**config.mk**
```make
export PLATFORM = sky130hd
export DESIGN_NAME = dual_joystick_port
export DESIGN_NICKNAME = d
export VERILOG_FILES = /design/src/pkg/stick_pkg.sv /design/src/rtl/dual_joystick_port.sv /design/src/rtl/trail_edge.sv /design/src/rtl/axis_timer.sv
export SDC_FILE = /design/constraint.sdc
export NUM_CORES = 1
export LEC_CHECK = 0
export BUFFER_PORTS_ARGS = -buffer_cell sky130_fd_sc_hd__clkbuf_2
export CAP_MARGIN = 20
export CORE_AREA = 5 5 56 95
export CTS_CLUSTER_SIZE = 14
export DETAILED_ROUTE_END_ITERATION = 16
export DIE_AREA = 0 0 61 100
export HOLD_SLACK_MARGIN = 0.12
export MAX_ROUTING_LAYER = met4
export PLACE_DENSITY = 0.85
export SLEW_MARGIN = 10
export SYNTH_ARGS = -nofsm -noshare
export SYNTH_HDL_FRONTEND = slang
export SYNTH_SLANG_ARGS = --single-unit
```
**constraint.sdc**
```tcl
create_clock -name ref_clk -period 1.8 [get_ports ref_clk]
set_clock_uncertainty 0.1 [all_clocks]
set_input_delay 0.18 -clock ref_clk [delete_from_list [all_inputs] [get_ports ref_clk]]
set_output_delay 0.18 -clock ref_clk [all_outputs]
set_load 0.02 [all_outputs]
```
**src/pkg/stick_pkg.sv**
```systemverilog
package stick_pkg;

    // Configuration space indices and logical device number
    localparam logic [7:0]  BASE_HIGH_INDEX  = 8'h60;
    localparam logic [7:0]  BASE_LOW_INDEX   = 8'h61;
    localparam logic [7:0]  ACTIVATE_INDEX   = 8'h30;
    localparam logic [7:0]  POWER_CTRL_INDEX = 8'h22;
    localparam logic [7:0]  STICK_LDN        = 8'h09;

    // I/O space offset of the state byte from the programmed base
    localparam logic [15:0] STATE_OFFSET     = 16'h0000;

    // Reset values
    localparam logic [7:0]  STATE_RESET      = 8'h00;
    localparam logic [7:0]  BASE_RESET       = 8'h00;
    localparam logic        ACTIVE_RESET     = 1'b0;
    localparam logic [7:0]  CFG_IDLE_DATA    = 8'h00;

    // Field positions and axis count
    localparam int          POWER_BIT        = 2;
    localparam int          ACTIVATE_BIT     = 0;
    localparam int          AXIS_COUNT       = 4;
    localparam int          BUTTON_LSB       = 4;
    localparam int          TIMER_LSB        = 0;

    typedef enum logic [0:0] {
        AXIS_IDLE   = 1'b0,
        AXIS_TIMING = 1'b1
    } axis_state_t;

endpackage : stick_pkg

```
**src/rtl/dual_joystick_port.sv**
```systemverilog
`timescale 1ns/1ns
module dual_joystick_port
    import stick_pkg::*;
(
    input  wire logic        ref_clk,
    input  wire logic        srst,
    // Decoded I/O cycles from the bus front end
    input  wire logic [15:0] io_addr,
    input  wire logic        io_rd_strobe,
    input  wire logic        io_wr_strobe,
    output logic [7:0]       io_rdata_r,
    output logic             io_rd_hit_r,
    // Configuration space port
    input  wire logic [7:0]  cfg_ldn,
    input  wire logic [7:0]  cfg_index,
    input  wire logic [7:0]  cfg_wdata,
    input  wire logic        cfg_wr,
    input  wire logic        cfg_rd,
    output logic [7:0]       cfg_rdata_r,
    output logic             cfg_rd_hit_r,
    // Buttons, sampled as given
    input  wire logic        stick1_button1,
    input  wire logic        stick1_button2,
    input  wire logic        stick2_button1,
    input  wire logic        stick2_button2,
    // Axis comparators and discharge drives: 0 s1x, 1 s1y, 2 s2x, 3 s2y
    input  wire logic [3:0]  rc_cmp_in,
    output logic [3:0]       rc_discharge,
    output logic             stick_active_r
);

    logic [7:0]  base_high_r;
    logic [7:0]  base_low_r;
    logic [3:0]  timer_bits;
    logic        restart_pulse;
    logic [7:0]  cfg_rdata_nxt;

    wire  [15:0] base_addr  = {base_high_r, base_low_r};
    wire  [15:0] state_addr = base_addr + STATE_OFFSET;
    wire         addr_match = (io_addr == state_addr);

    // Decode gated by the shared activate setting
    wire         rd_hit = io_rd_strobe & stick_active_r & addr_match;
    wire         wr_hit = io_wr_strobe & stick_active_r & addr_match;

    wire         ldn_sel      = (cfg_ldn == STICK_LDN);
    wire         wr_base_high = cfg_wr & ldn_sel & (cfg_index == BASE_HIGH_INDEX);
    wire         wr_base_low  = cfg_wr & ldn_sel & (cfg_index == BASE_LOW_INDEX);
    wire         wr_activate  = cfg_wr & ldn_sel & (cfg_index == ACTIVATE_INDEX);
    wire         wr_power     = cfg_wr & (cfg_index == POWER_CTRL_INDEX);

    wire         rd_base_high = cfg_rd & ldn_sel & (cfg_index == BASE_HIGH_INDEX);
    wire         rd_base_low  = cfg_rd & ldn_sel & (cfg_index == BASE_LOW_INDEX);
    wire         rd_activate  = cfg_rd & ldn_sel & (cfg_index == ACTIVATE_INDEX);
    wire         rd_power     = cfg_rd & (cfg_index == POWER_CTRL_INDEX);
    wire         cfg_hit      = rd_base_high | rd_base_low | rd_activate | rd_power;

    // Written data is dropped; only the strobe matters
    wire  [7:0]  state_byte = {stick2_button2, stick2_button1,
                               stick1_button2, stick1_button1,
                               timer_bits};

    always_comb begin
        cfg_rdata_nxt = CFG_IDLE_DATA;
        if (rd_base_high) begin
            cfg_rdata_nxt = base_high_r;
        end else if (rd_base_low) begin
            cfg_rdata_nxt = base_low_r;
        end else if (rd_activate) begin
            cfg_rdata_nxt[ACTIVATE_BIT] = stick_active_r;
        end else if (rd_power) begin
            // Other bits of this index belong to other functions
            cfg_rdata_nxt[POWER_BIT] = stick_active_r;
        end
    end

    // Restart fires on the back edge of the write strobe
    trail_edge u_wr_edge (
        .ref_clk (ref_clk),
        .srst    (srst),
        .level   (wr_hit),
        .pulse_r (restart_pulse)
    );

    genvar g;
    generate
        for (g = 0; g < AXIS_COUNT; g++) begin : g_axis
            axis_timer u_axis (
                .ref_clk        (ref_clk),
                .srst           (srst),
                .restart_hold   (wr_hit),
                .restart        (restart_pulse),
                .rc_cmp_in      (rc_cmp_in[g]),
                .timer_bit_r    (timer_bits[g]),
                .rc_discharge_r (rc_discharge[g])
            );
        end
    endgenerate

    always_ff @(posedge ref_clk) begin
        if (srst) begin
            base_high_r <= BASE_RESET;
            base_low_r  <= BASE_RESET;
        end else begin
            if (wr_base_high) begin
                base_high_r <= cfg_wdata;
            end
            if (wr_base_low) begin
                base_low_r <= cfg_wdata;
            end
        end
    end

    // One flop behind both views; power index write wins on a tie
    always_ff @(posedge ref_clk) begin
        if (srst) begin
            stick_active_r <= ACTIVE_RESET;
        end else if (wr_power) begin
            stick_active_r <= cfg_wdata[POWER_BIT];
        end else if (wr_activate) begin
            stick_active_r <= cfg_wdata[ACTIVATE_BIT];
        end
    end

    always_ff @(posedge ref_clk) begin
        if (srst) begin
            io_rdata_r  <= STATE_RESET;
            io_rd_hit_r <= 1'b0;
        end else begin
            io_rdata_r  <= rd_hit ? state_byte : STATE_RESET;
            io_rd_hit_r <= rd_hit;
        end
    end

    always_ff @(posedge ref_clk) begin
        if (srst) begin
            cfg_rdata_r  <= CFG_IDLE_DATA;
            cfg_rd_hit_r <= 1'b0;
        end else begin
            cfg_rdata_r  <= cfg_rdata_nxt;
            cfg_rd_hit_r <= cfg_hit;
        end
    end

endmodule : dual_joystick_port

```
**src/rtl/trail_edge.sv**
```systemverilog
`timescale 1ns/1ns
module trail_edge (
    input  wire logic ref_clk,
    input  wire logic srst,
    input  wire logic level,
    output logic      pulse_r
);

    logic prev_r;
    wire  fall = prev_r & ~level;

    always_ff @(posedge ref_clk) begin
        if (srst) begin
            prev_r  <= 1'b0;
            pulse_r <= 1'b0;
        end else begin
            prev_r  <= level;
            pulse_r <= fall;
        end
    end

endmodule : trail_edge

```
**src/rtl/axis_timer.sv**
```systemverilog
`timescale 1ns/1ns
module axis_timer
    import stick_pkg::*;
(
    input  wire logic ref_clk,
    input  wire logic srst,
    input  wire logic restart_hold,
    input  wire logic restart,
    input  wire logic rc_cmp_in,
    output logic      timer_bit_r,
    output logic      rc_discharge_r
);

    axis_state_t state_r;
    axis_state_t state_nxt;
    logic        discharge_nxt;

    always_comb begin
        state_nxt = state_r;
        case (state_r)
            AXIS_IDLE: begin
                if (restart) begin
                    state_nxt = AXIS_TIMING;
                end
            end
            AXIS_TIMING: begin
                // Comparator ignored while a new write is in flight
                if (!restart && !restart_hold && rc_cmp_in) begin
                    state_nxt = AXIS_IDLE;
                end
            end
            default: begin
                state_nxt = AXIS_IDLE;
            end
        endcase
    end

    // Pin held at zero while idle and during a write strobe that hits the state byte while active
    assign discharge_nxt = restart_hold | (state_nxt == AXIS_IDLE);

    always_ff @(posedge ref_clk) begin
        if (srst) begin
            state_r        <= AXIS_IDLE;
            timer_bit_r    <= 1'b0;
            rc_discharge_r <= 1'b1;
        end else begin
            state_r        <= state_nxt;
            timer_bit_r    <= (state_nxt == AXIS_TIMING);
            rc_discharge_r <= discharge_nxt;
        end
    end

endmodule : axis_timer

```
==> flow_metrics.env <==
export IMPL_rsz0062_at_grt="no"
export IMPL_power_density_nw_per_um2=638
export IMPL_final_nets=378
export IMPL_crit_fanout=8
export IMPL_io_pins=77
export IMPL_cpMaxStageDelayCell="dlygate4sd3_1"
export IMPL_critPathLaunchType="input port"
export IMPL_critPathCaptureType="register"
export IMPL_tightest_slew_ps=406
export IMPL_setup_slack_ps=196
export IMPL_min_period_over_period_pct=89.1
export IMPL_final_max_slew_violation_count=0
export IMPL_hp_class="in -> reg"
export IMPL_start_util_pct=46.2
export IMPL_cts_setup_buffers=0
export IMPL_route_detailed_drc=0
export IMPL_drv_cap=0
export IMPL_p_leak_nw=1.18
export IMPL_ant_nets=0
export IMPL_antenna_found_initial=0
export IMPL_r2r_slack_ps=230
export IMPL_yosysWarnings=0
export IMPL_insertion_delay_ps=290
export IMPL_crit_family="buffers and inverters"
export IMPL_drive_above_1_share_pct=31.2
export IMPL_ys_seq_area_share_pct=44.3
export IMPL_dr_first_iter_drc_count=49
export IMPL_fmax_ghz=0.623
export IMPL_via_per_inst=5.42
export IMPL_ys_types=36
export IMPL_grt_max_degree=20
export IMPL_numCtsBuffers=5
export IMPL_antenna_cells=0
export IMPL_hold_viol=0
export IMPL_htreeDepth=2
export IMPL_post_route_min_period_ps=1600
export IMPL_clk_pin_slew_ps=70
export IMPL_syn_area_um2=2030
export IMPL_most_common_layout_cells="clkbuf_2 (76), dfxtp_1 (45), a21oi_1 (20)"
export IMPL_setup_violations=0
export IMPL_tritoncts="built"
export IMPL_vias=2032
export IMPL_fp_dieArea_um2=6100
export IMPL_cp_buffers_inverters=2
export IMPL_wl_per_cell_um=14.3
export IMPL_clock_sinks=45
export IMPL_grt_usage_pct=19.3
export IMPL_die_y_um=100
export IMPL_arrival_ps=1670
export IMPL_die_w_um=61
export IMPL_gp_congestion=0.900
export IMPL_first_pass_iters=4
export IMPL_synth_fp_nets=278
export IMPL_core_um2=4400
export IMPL_synth_area_per_cell_um2=9.08
export IMPL_fill_cells=393
export IMPL_hpwl_um=4240
export IMPL_grt_pass1_wl_um=8810
export IMPL_io_buffers=76
export IMPL_ir_worst_vdd_mv=0.664
export IMPL_pre_cts_ws_ps=74.8
export IMPL_netlist_instances=224
export IMPL_synth_seq_cells=45
export IMPL_ff_latch_area_um2=901
export IMPL_cts_buffer_depth=2
export IMPL_grt_ovfl_total=0
export IMPL_root_buffer="clkbuf_8"
export IMPL_fin_setup_tns_ps=0
export IMPL_required_ps=1870
export IMPL_max_slew_margin_pct=72.6
export IMPL_worstPathCellList="dlygate4sd3_1 -> clkbuf_2 -> nor4b_4 -> nand2b_1 -> o21ai_0 -> a21oi_1"
export IMPL_slowest_delay_ps=520
export IMPL_first_global_vias=1990
export IMPL_final_common_cell="clkbuf_2"
export IMPL_totalWireLength_um=5380
export IMPL_multi_input_area_um2=1030
export IMPL_rows=32
export IMPL_areaGrowthSynthToFinish_pct=37.7
export IMPL_status="complete, no violations"
export IMPL_worstSetupPathType="in -> reg"
cells by family (layout without fill, tap and decap cells):
kind of cell / count (synthesis) / in the layout / share of synthesized area [%]
buffers and inverters: 27 / 127 / 5.85
flip-flops: 45 / 45 / 44.3
AO/OA/AOI/OAI: 55 / 55 / 15.1
multiplexers: 7 / 7 / 3.45
AND/OR/NAND/NOR: 74 / 74 / 24.4
XOR/XNOR: 16 / 16 / 6.89
cell usage after synthesis:
master / count / share of area (%)
nor4bb_1: 2 / 0.98
nor2b_1: 3 / 0.92
and4_1: 2 / 0.86
o21ai_1: 5 / 1.2
or3b_1: 1 / 0.43
nand2_1: 4 / 0.74
xnor2_1: 1 / 0.43
and3b_1: 1 / 0.43
a211oi_1: 1 / 0.37
nor3_1: 12 / 3.0
xor2_1: 15 / 6.5
a311oi_1: 1 / 0.43
nand2b_1: 2 / 0.62
nand4_1: 19 / 5.8
o211a_1: 1 / 0.49
nor4b_2: 2 / 1.5
inv_1: 11 / 2.0
a221oi_1: 1 / 0.43
nand4b_1: 8 / 3.4
nor4_4: 1 / 1.0
nor4_1: 1 / 0.31
buf_2: 2 / 0.49
clkbuf_1: 10 / 1.8
or4_1: 1 / 0.37
a21o_1: 1 / 0.37
dfxtp_1: 45 / 44
a21oi_1: 20 / 4.9
nand3_1: 2 / 0.49
nor4_2: 2 / 1.2
nor3b_1: 1 / 0.37
o21bai_1: 4 / 1.5
mux2i_1: 7 / 3.4
a21boi_0: 2 / 0.74
buf_4: 4 / 1.5
o21ai_0: 19 / 4.7
nor2_1: 10 / 1.8
power by group:
| group | leakage, nW | total, mW | switching [mW] | internal, mW |
|---|---|---|---|---|
| clock | 0.0443 | 0.600 | 0.295 | 0.304 |
| sequential | 0.362 | 0.995 | 0.0000999 | 0.995 |
| combinational | 0.773 | 0.192 | 0.0886 | 0.103 |
registers in the layout, summed over array words and instances, names as in the netlist:
signal,count
g_axis.u_axis.rc_discharge_r,4
u_wr_edge.prev_r,1
base_high_r,8
cfg_rd_hit_r,1
stick_active_r,1
cfg_rdata_r,8
io_rdata_r,8
u_wr_edge.pulse_r,1
g_axis.u_axis.timer_bit_r,4
base_low_r,8
io_rd_hit_r,1
final timing paths:
| kind | to | cells past startpoint | from |
|---|---|---|---|
| min | g_axis[1].u_axis.timer_bit_r$_SDFF_PP0_ | 4 | rc_cmp_in[1] |
| min reg2reg | u_wr_edge.pulse_r$_SDFF_PP0_ | 1 | u_wr_edge.prev_r$_SDFF_PP0_ |
| max | base_high_r[2]$_SDFFE_PP0P_ | 6 | cfg_wr |
| max reg2reg | g_axis[3].u_axis.rc_discharge_r$_SDFF_PP1_ | 5 | base_high_r[6]$_SDFFE_PP0P_ |
area by class of cell:
type                            instances  area share [%]
Multi-Input combinational cell        152            36.8
Sequential cell                        45            32.2
Timing Repair Buffer                  109            24.1
Clock buffer                            7            3.08
Tap cell                               51            2.28
Inverter                               11            1.48
worst register-to-register path: stages (launching register included):
cell,delay [ps]
dfxtp_1,330
xor2_1,200
nor4_4,390
nand3_1,200
buf_4,180
o21ai_1,110
per-stage QoR:
| stage | cells | hold WS [ps] | area (um2) | total power [mW] | util, % |
|---|---|---|---|---|---|
| finish | 375 | 142 | 2800 | 1.79 | 63.6 |
| global route | 375 | 152 | 2800 | 1.87 | 63.6 |
| CTS | 375 | 129 | 2780 | 1.80 | 63.2 |
| detailed placement | 349 | 300 | 2500 | 1.17 | 56.9 |
| global placement | 349 | 291 | 2500 | 1.17 | 56.9 |
| floorplan | 224 | 200 | 2030 | 1.08 | - |
what timing repair did:
action                     in CTS  in global routing
setup endpoints to repair       0                 25
hold buffers                   19                  0
hold endpoints to repair       29                  0
resized for setup               0                  2
per-layer routing:
metal  wire (um)  track usage, %  vias to the layer above
met5           0               -                        -
met4         134            8.85                        0
met3         375            3.73                       13
met2        3010            34.7                       80
met1        1860            19.0                      925
li1            -               -                     1014
Power figures use the tool's default switching activity.
